<file path="src/hw/host_event_pkg.sv">
// constants of the host event status block
// assumes a byte-wide register view carried in the lowest lane of a 32-bit wishbone bus
`default_nettype none
package host_event_pkg;
    // ---------------------------------------------------------------
    // register map (printed offsets are indices, byte address = 4x)
    // ---------------------------------------------------------------
    localparam logic [7:0] IDX_PORT_EVENT_0 = 8'he0;
    localparam logic [7:0] IDX_PORT_EVENT_1 = 8'he1;
    localparam logic [7:0] IDX_BUFFER_EVENT = 8'he2;
    localparam logic [7:0] IDX_PORT_ENABLE_0 = 8'he8;
    localparam logic [7:0] IDX_PORT_ENABLE_1 = 8'he9;
    localparam logic [7:0] IDX_BUFFER_ENABLE = 8'hea;
    // ---------------------------------------------------------------
    // implemented bit masks and reset values
    // ---------------------------------------------------------------
    localparam logic [7:0] MASK_PORT_EVENT_0 = 8'h1f;
    localparam logic [7:0] MASK_PORT_EVENT_1 = 8'h0f;
    localparam logic [7:0] MASK_BUFFER_EVENT = 8'h77;
    localparam logic [7:0] RESET_EVENT = 8'h00;
    // ---------------------------------------------------------------
    // field positions
    // ---------------------------------------------------------------
    localparam int BIT_CABLE_ATTACH = 4;
    localparam int BIT_CABLE_DETACH = 3;
    localparam int BIT_WAKEUP = 2;
    localparam int BIT_CHIRP_GOOD = 1;
    localparam int BIT_CHIRP_BAD = 0;
    localparam int BIT_DISABLED_DONE = 3;
    localparam int BIT_RESUME_DONE = 2;
    localparam int BIT_SUSPEND_DONE = 1;
    localparam int BIT_BUS_RESET_DONE = 0;
    localparam int BIT_DISK_DONE = 6;
    localparam int BIT_DMA1_DONE = 5;
    localparam int BIT_DMA0_DONE = 4;
    localparam int BIT_HOLDS_DATA = 2;
    localparam int BIT_FULL = 1;
    localparam int BIT_DRAINED = 0;
    // ---------------------------------------------------------------
    // mode codes seen on the side inputs
    // ---------------------------------------------------------------
    localparam logic [1:0] SPEED_HIGH = 2'h2;
    localparam logic [1:0] BUS_STATE_SUSPEND = 2'h2;
    localparam logic [3:0] AUTO_GO_DISABLED = 4'h1;
    localparam logic [3:0] AUTO_GO_RESUME = 4'h2;
    localparam logic [3:0] AUTO_GO_SUSPEND = 4'h3;
    localparam logic [3:0] AUTO_GO_RESET = 4'h4;
    localparam int DMA_COUNT = 3;
    localparam int DMA_DISK = 2;
    localparam int DMA_SECOND = 1;
    localparam int DMA_FIRST = 0;
endpackage
`default_nettype wire

</file>
<file path="src/hw/event_latch.sv">
// one register of sticky write-one-to-clear cause bits
// assumes set pulses and clear strobes are synchronous to clk
`default_nettype none
module event_latch
    import host_event_pkg::*;
#(
    parameter logic [7:0] MASK = 8'hff
) (
    // clock and reset
    input wire logic clk,
    input wire logic sys_rst,
    // events and clears
    input wire logic [7:0] setBits,
    input wire logic [7:0] clearBits,
    input wire logic clearLock,
    // state
    output logic [7:0] causeBits
);
    typedef struct packed {
        logic [7:0] cause;
    } latch_s;
    latch_s state_q, state_d;

    always_comb begin
        state_d = state_q;
        for (int i = 0; i < 8; i++) begin
            if (MASK[i] && setBits[i]) begin
                state_d.cause[i] = 1'b1;
            end else if (clearBits[i] && !clearLock) begin
                state_d.cause[i] = 1'b0;
            end
        end
        state_d.cause = state_d.cause & MASK;
    end

    always_ff @(posedge clk) begin
        if (sys_rst) begin
            state_q <= '{cause: RESET_EVENT};
        end else begin
            state_q <= state_d;
        end
    end

    assign causeBits = state_q.cause;
endmodule
`default_nettype wire

</file>
<file path="src/hw/dma_done_tracker.sv">
// tracks one transfer engine until its completion may be reported
// assumes transferEnd is a one-cycle pulse and bufferEmpty a level
`default_nettype none
module dma_done_tracker
    import host_event_pkg::*;
(
    // clock and reset
    input wire logic clk,
    input wire logic sys_rst,
    // engine side
    input wire logic transferEnd,
    input wire logic directionIn,
    input wire logic bufferEmpty,
    // result
    output logic donePulse
);
    typedef struct packed {
        logic waiting;
        logic done;
    } track_s;
    track_s state_q, state_d;

    always_comb begin
        state_d = state_q;
        state_d.done = 1'b0;
        // in direction waits for the buffer to drain toward the host side
        if (transferEnd && !directionIn) begin
            state_d.done = 1'b1;
        end else if (transferEnd || state_q.waiting) begin
            state_d.waiting = !bufferEmpty;
            state_d.done = bufferEmpty;
        end
    end

    always_ff @(posedge clk) begin
        if (sys_rst) begin
            state_q <= '0;
        end else begin
            state_q <= state_d;
        end
    end

    assign donePulse = state_q.done;
endmodule
`default_nettype wire

</file>
<file path="src/hw/usb_host_event_status.sv">
// host event cause registers behind a classic wishbone slave
// assumes detectors outside deliver one-cycle event pulses on clk
//
// Implementation choice: the Wishbone register port.
`default_nettype none
module usb_host_event_status
    import host_event_pkg::*;
(
    // clock and reset
    input wire logic clk,
    input wire logic sys_rst,
    // wishbone slave
    input wire logic wb_cyc_i,
    input wire logic wb_stb_i,
    input wire logic wb_we_i,
    input wire logic [31:0] wb_adr_i,
    input wire logic [3:0] wb_sel_i,
    input wire logic [31:0] wb_dat_i,
    output logic [31:0] wb_dat_o,
    output logic wb_ack_o,
    output logic wb_err_o,
    // port detectors
    input wire logic cableAttachSeen,
    input wire logic cableDetachSeen,
    input wire logic wakeupRequestSeen,
    input wire logic chirpGoodSeen,
    input wire logic chirpBadSeen,
    // bus state machine
    input wire logic [3:0] automaticStateRequest,
    input wire logic autoStateDoneOk,
    input wire logic [1:0] linkSpeedSetting,
    input wire logic [1:0] hostBusState,
    // chip state
    input wire logic pllRunningState,
    input wire logic deviceActiveState,
    // transfer engines: disk, second, first
    input wire logic [2:0] transferEnd,
    input wire logic [2:0] transferDirIn,
    input wire logic [2:0] engineBufferEmpty,
    // status-joined channel buffer
    input wire logic statusJoinSelect,
    input wire logic joinedHoldsData,
    input wire logic joinedFull,
    input wire logic joinedEmpty,
    // interrupt
    output logic interruptOut_n
);
    // ---------------------------------------------------------------
    // state
    // ---------------------------------------------------------------
    typedef struct packed {
        logic ack;
        logic err;
        logic [31:0] rdata;
        logic [7:0] en0;
        logic [7:0] en1;
        logic [7:0] en2;
        logic irq_n;
        logic fullPrev;
        logic emptyPrev;
    } top_s;
    top_s state_q, state_d;

    logic [7:0] port0, port1, buf0;
    logic [7:0] set0, set1, set2;
    logic [7:0] clr0, clr1, clr2;
    logic [2:0] dmaDone;
    logic access, wrLow, hit;
    logic [7:0] index;
    logic [7:0] readByte;
    logic clearLock;
    logic detachAllowed;
    logic suspended;

    // ---------------------------------------------------------------
    // bus decode
    // ---------------------------------------------------------------
    // ack is registered, so every access takes exactly one wait cycle
    assign access = wb_cyc_i && wb_stb_i && !state_q.ack && !state_q.err;
    assign index = wb_adr_i[9:2];
    assign wrLow = access && wb_we_i && wb_sel_i[0];
    assign hit = (wb_adr_i[31:10] == 22'h000000) && (wb_adr_i[1:0] == 2'h0)
        && (index == IDX_PORT_EVENT_0 || index == IDX_PORT_EVENT_1
        || index == IDX_BUFFER_EVENT || index == IDX_PORT_ENABLE_0
        || index == IDX_PORT_ENABLE_1 || index == IDX_BUFFER_ENABLE);

    assign clr0 = (wrLow && index == IDX_PORT_EVENT_0) ? wb_dat_i[7:0] : 8'h00;
    assign clr1 = (wrLow && index == IDX_PORT_EVENT_1) ? wb_dat_i[7:0] : 8'h00;
    assign clr2 = (wrLow && index == IDX_BUFFER_EVENT) ? wb_dat_i[7:0] : 8'h00;

    // clear lock in pll or device state
    assign clearLock = pllRunningState || deviceActiveState;
    // firmware must clear, then toggle enables, around host mode changes;
    // this block relies on it and does not gate enables itself
    // enable ordering left to firmware

    // ---------------------------------------------------------------
    // event sources
    // ---------------------------------------------------------------
    assign suspended = (hostBusState == BUS_STATE_SUSPEND);
    assign detachAllowed = !((linkSpeedSetting == SPEED_HIGH) && suspended);

    always_comb begin
        set0 = 8'h00;
        set1 = 8'h00;
        set2 = 8'h00;
        set0[BIT_CABLE_ATTACH] = cableAttachSeen;
        set0[BIT_CABLE_DETACH] = cableDetachSeen && detachAllowed;
        set0[BIT_WAKEUP] = wakeupRequestSeen && suspended;
        set0[BIT_CHIRP_GOOD] = chirpGoodSeen;
        set0[BIT_CHIRP_BAD] = chirpBadSeen;
        set1[BIT_DISABLED_DONE] = autoStateDoneOk && automaticStateRequest == AUTO_GO_DISABLED;
        set1[BIT_RESUME_DONE] = autoStateDoneOk && automaticStateRequest == AUTO_GO_RESUME;
        set1[BIT_SUSPEND_DONE] = autoStateDoneOk && automaticStateRequest == AUTO_GO_SUSPEND;
        set1[BIT_BUS_RESET_DONE] = autoStateDoneOk && automaticStateRequest == AUTO_GO_RESET;
        set2[BIT_DISK_DONE] = dmaDone[DMA_DISK];
        set2[BIT_DMA1_DONE] = dmaDone[DMA_SECOND];
        set2[BIT_DMA0_DONE] = dmaDone[DMA_FIRST];
        set2[BIT_HOLDS_DATA] = statusJoinSelect && joinedHoldsData;
        set2[BIT_FULL] = statusJoinSelect && joinedFull && !state_q.fullPrev;
        set2[BIT_DRAINED] = statusJoinSelect && joinedEmpty && !state_q.emptyPrev;
    end

    genvar g;
    generate
        for (g = 0; g < DMA_COUNT; g++) begin : gen_engine
            dma_done_tracker u_track (
                .clk(clk),
                .sys_rst(sys_rst),
                .transferEnd(transferEnd[g]),
                .directionIn(transferDirIn[g]),
                .bufferEmpty(engineBufferEmpty[g]),
                .donePulse(dmaDone[g])
            );
        end
    endgenerate

    // ---------------------------------------------------------------
    // cause registers
    // ---------------------------------------------------------------
    event_latch #(.MASK(MASK_PORT_EVENT_0)) u_port0 (
        .clk(clk),
        .sys_rst(sys_rst),
        .setBits(set0),
        .clearBits(clr0),
        .clearLock(clearLock),
        .causeBits(port0)
    );

    event_latch #(.MASK(MASK_PORT_EVENT_1)) u_port1 (
        .clk(clk),
        .sys_rst(sys_rst),
        .setBits(set1),
        .clearBits(clr1),
        .clearLock(clearLock),
        .causeBits(port1)
    );

    // buffer causes are not locked by the chip state
    event_latch #(.MASK(MASK_BUFFER_EVENT)) u_buf (
        .clk(clk),
        .sys_rst(sys_rst),
        .setBits(set2),
        .clearBits(clr2),
        .clearLock(1'b0),
        .causeBits(buf0)
    );

    // ---------------------------------------------------------------
    // read mux and registered state
    // ---------------------------------------------------------------
    // reserved bits read zero
    always_comb begin
        case (index)
            IDX_PORT_EVENT_0: readByte = port0;
            IDX_PORT_EVENT_1: readByte = port1;
            IDX_BUFFER_EVENT: readByte = buf0;
            IDX_PORT_ENABLE_0: readByte = state_q.en0;
            IDX_PORT_ENABLE_1: readByte = state_q.en1;
            IDX_BUFFER_ENABLE: readByte = state_q.en2;
            default: readByte = 8'h00;
        endcase
    end

    always_comb begin
        state_d = state_q;
        state_d.ack = access && hit;
        state_d.err = access && !hit;
        state_d.rdata = (access && hit && !wb_we_i) ? {24'h000000, readByte} : 32'h00000000;
        if (wrLow && index == IDX_PORT_ENABLE_0) begin
            state_d.en0 = wb_dat_i[7:0] & MASK_PORT_EVENT_0;
        end
        if (wrLow && index == IDX_PORT_ENABLE_1) begin
            state_d.en1 = wb_dat_i[7:0] & MASK_PORT_EVENT_1;
        end
        if (wrLow && index == IDX_BUFFER_ENABLE) begin
            state_d.en2 = wb_dat_i[7:0] & MASK_BUFFER_EVENT;
        end
        state_d.irq_n = !(|(port0 & state_q.en0) || |(port1 & state_q.en1) || |(buf0 & state_q.en2));
        state_d.fullPrev = joinedFull;
        state_d.emptyPrev = joinedEmpty;
    end

    // emptyPrev starts high: a buffer that is already empty at reset is not a drain event
    always_ff @(posedge clk) begin
        if (sys_rst) begin
            state_q <= '{ack: 1'b0, err: 1'b0, rdata: 32'h00000000, en0: RESET_EVENT, en1: RESET_EVENT,
                en2: RESET_EVENT, irq_n: 1'b1, fullPrev: 1'b0, emptyPrev: 1'b1};
        end else begin
            state_q <= state_d;
        end
    end

    assign wb_ack_o = state_q.ack;
    assign wb_err_o = state_q.err;
    assign wb_dat_o = state_q.rdata;
    assign interruptOut_n = state_q.irq_n;
endmodule
`default_nettype wire

</file>
<file path="config.mk">
export PLATFORM = sky130hd
export DESIGN_NAME = usb_host_event_status
export DESIGN_NICKNAME = d
export VERILOG_FILES = /design/src/hw/host_event_pkg.sv /design/src/hw/event_latch.sv /design/src/hw/dma_done_tracker.sv /design/src/hw/usb_host_event_status.sv
export SDC_FILE = /design/constraint.sdc
export NUM_CORES = 1
export LEC_CHECK = 0
export BUFFER_PORTS_ARGS = -buffer_cell sky130_fd_sc_hd__buf_2
export CAP_MARGIN = 10
export CORE_MARGIN = 2
export CORE_UTILIZATION = 30
export DETAILED_ROUTE_END_ITERATION = 8
export HOLD_SLACK_MARGIN = 0.15
export PLACE_DENSITY = 0.58
export SLEW_MARGIN = 20
export SYNTH_ARGS = -nofsm -noshare
export SYNTH_HDL_FRONTEND = slang
export SYNTH_HIERARCHICAL = 1
export SYNTH_SLANG_ARGS = --single-unit
</file>
<file path="constraint.sdc">
create_clock -name clk -period 2.1 [get_ports clk]
set_input_delay 0.315 -clock clk [delete_from_list [all_inputs] [get_ports clk]]
set_output_delay 0.315 -clock clk [all_outputs]
set_load 0.1 [all_outputs]
</file>
==> results.md <==
* Largest buffer count on any clock path at 2
* Number of inserted filler cells in the final layout at around 1000
* Floorplan die area at about 0.010 mm^2
* Average wire per cell in the routed design at roughly 13 um
* Post-route DRC at 0
* Placed insts at ~530
* Top Ports at ~140
* Slew Viols, Final at 0
* WP data arrival at 1.98 ns
* Capturing element type of the critical path: flop
* Global-route wire length before repair at roughly 11 mm
* Share of the clock period used by the worst path after layout at 85.7%
* Critical path class: flop to flop
* CTS sink count at 49
* Detailed-routed wire length on met2 at approximately 3.3 mm
* Total count of hold-check failures in the final report at 0
* Number of antenna repair diodes at 0
* Post-route insts no fill at roughly 540
* Overall routed net length at between 6 and 7 mm
* Core Box Area at around 0.0093 mm^2
* Count of maximum capacitance violations at 0
* Share of layout cells above drive strength 1 at about a third
* Routability Congestion at about 0.84
* Req. time, crit path at about 2.3 ns
* RSZ-0062 raised after global routing: no
* Highest ir drop seen on vdd at around 0.23 mV
* Clock root cell: sky130_fd_sc_hd__clkbuf_8
* Switching power summed over all nets at 0.000655 W
* Net total in the final layout at between 500 and 600
* Post-detailed-placement cell area at 0.00329 mm^2
* Most common cell after layout, fill and taps aside: sky130_fd_sc_hd__buf_2
* Pin count of the biggest net entering global routing at between 40 and 50
* Dpl ws at 0.204 ns
* Detailed Route Iter0 Violations at 100
* Final worst-path setup slack at 0.301 ns
* Latest clock arrival within the worst-skew pair at ~0.3 ns
* Status: finished, final reports clean
* Shortest clock period the worst path allows after layout at approximately 1.8 ns
* Internal power at ~0.0015 W
* Vias per Instance at approximately 4.5
* Number of synthesis warnings at 6
* Type of the tightest min-delay check: primary input to flop
* Power Density at just over 600 mW/mm^2
* Detailed-router iteration count before antenna repair at 4
* Share of power burned in registers at a little under half
* Detailed-route wire length on metal 1 at about 3.1 mm
* Leakage power at approximately 1.5 nW
* Antenna violations before repair at 0
* Number of instances in the synthesized netlist at 325
* Detailed-route via count at between 2000 and 2500
* Maximum fanout count along the critical path at 4
* Maximum level of the CTS H-tree at 2
* Hpwl dp at 5.52 mm
* Number of failing setup endpoints in the final timing report at 0
* Aggregate negative setup slack at 0 ns
* Hold Slack at 0.209 ns
* Crit path launch type: flop
* Quantity of I/O buffers inserted on ports at 84
* Gate power share at just over 20%
* Overall Global Routing Usage at between 10% and 20%
* Syn_area_per_cell at between 8 and 9 um^2
* Layout overhead on the synthesized area at 17.3%
* Routed length on met3 at around 470 um
* Overall die width at 102 um
* Post-cts repair resize count at 0
* Clock Power Share at around a third
* Worst Skew at ~0.0089 ns
* Number of placement rows at 35
* Post CTS Setup Buffer Count at 0
* Clock buffers created by TritonCTS at 5
* Die extent in y at around 100 um
* Area of all placed cells without fillers at 0.00340 mm^2
* Sum of overflow across all layers after global routing at 0
* Initial core utilization at a little under a third
* Summed instance area of the synthesized netlist at just under 0.003 mm^2
* CTS tree: yes
* Achievable Freq at 556 MHz
* Commonest non-fill, non-tap cells in the layout: 84 x sky130_fd_sc_hd__buf_2, 58 x sky130_fd_sc_hd__nor2_1, 49 x sky130_fd_sc_hd__dfxtp_1
* Antenna viol nets, final at 0
* Switch share at between 30% and 40%
* Worst-path clk slew at around 0.09 ns
* DR top layer: met4
* Hold-fix buffer count after cts at 0
* Vias in the first global route at 2282
## routing by layer
metal / track usage [%] / vias up
li1: - / 1228
met1: 17.8 / 1097
met2: 22.8 / 89
met3: 2.60 / 7
met4: 2.87 / 0
met5: 0 / -
## power groups by stage
stage,combinational (W),sequential (W),clock (W)
3_3_place_gp,0.000430,0.000994,0
6_report,0.000436,0.000973,0.000704
4_1_cts,0.000438,0.000974,0.000734
5_1_grt,0.000469,0.000977,0.000778
2_1_floorplan,0.000354,0.000993,0
3_5_place_dp,0.000437,0.000995,0
## final cells by class
cell class | count | area [um^2] | area share [%]
multi-input cells | 256 | 1660 | 48.9
flip-flops and latches | 49 | 981 | 28.8
repair buffers | 90 | 465 | 13.7
well taps | 129 | 161 | 4.74
clock buffers | 7 | 86.3 | 2.54
clock inverters | 1 | 30.0 | 0.882
inverters | 4 | 15.0 | 0.441
## worst max-delay path, cell delays in order (launching register included)
cell                       delay (ns)
sky130_fd_sc_hd__dfxtp_1         0.33
sky130_fd_sc_hd__and4bb_1        0.30
sky130_fd_sc_hd__nand4_1         0.19
sky130_fd_sc_hd__nor3_1          0.42
sky130_fd_sc_hd__and2_1          0.19
sky130_fd_sc_hd__nor3b_1         0.19
sky130_fd_sc_hd__nor3_1          0.07
## through the flow
step                power, W  util (%)
floorplan            0.00135         -
global placement     0.00142      35.2
detailed placement   0.00143      35.2
CTS                  0.00214      36.5
global route         0.00222      36.5
finish               0.00211      36.5
## registers in the layout, summed over array words and instances (netlist names)
name and flops:
interruptOut_n 1, state_q 17, u_buf/causeBits 6, wb_dat_o 8, wb_err_o 1, wb_ack_o 1, gen_engine.u_track/state_q 3, gen_engine.u_track/donePulse 3
u_port0/causeBits 5, u_port1/causeBits 4
## final timing paths
check	start	endpoint	slack [ns]	cells after the start
worst min register to register	gen_engine[2].u_track/state_q[1]	gen_engine[2].u_track/state_q[1]	0.48	2
worst min-delay path	joinedEmpty	state_q[0]	0.21	2
worst max register to register	wb_err_o	u_port1/causeBits[0]	0.30	6
worst max-delay path	wb_err_o	u_port1/causeBits[0]	0.30	6
(Power assumes the default switching activity.)
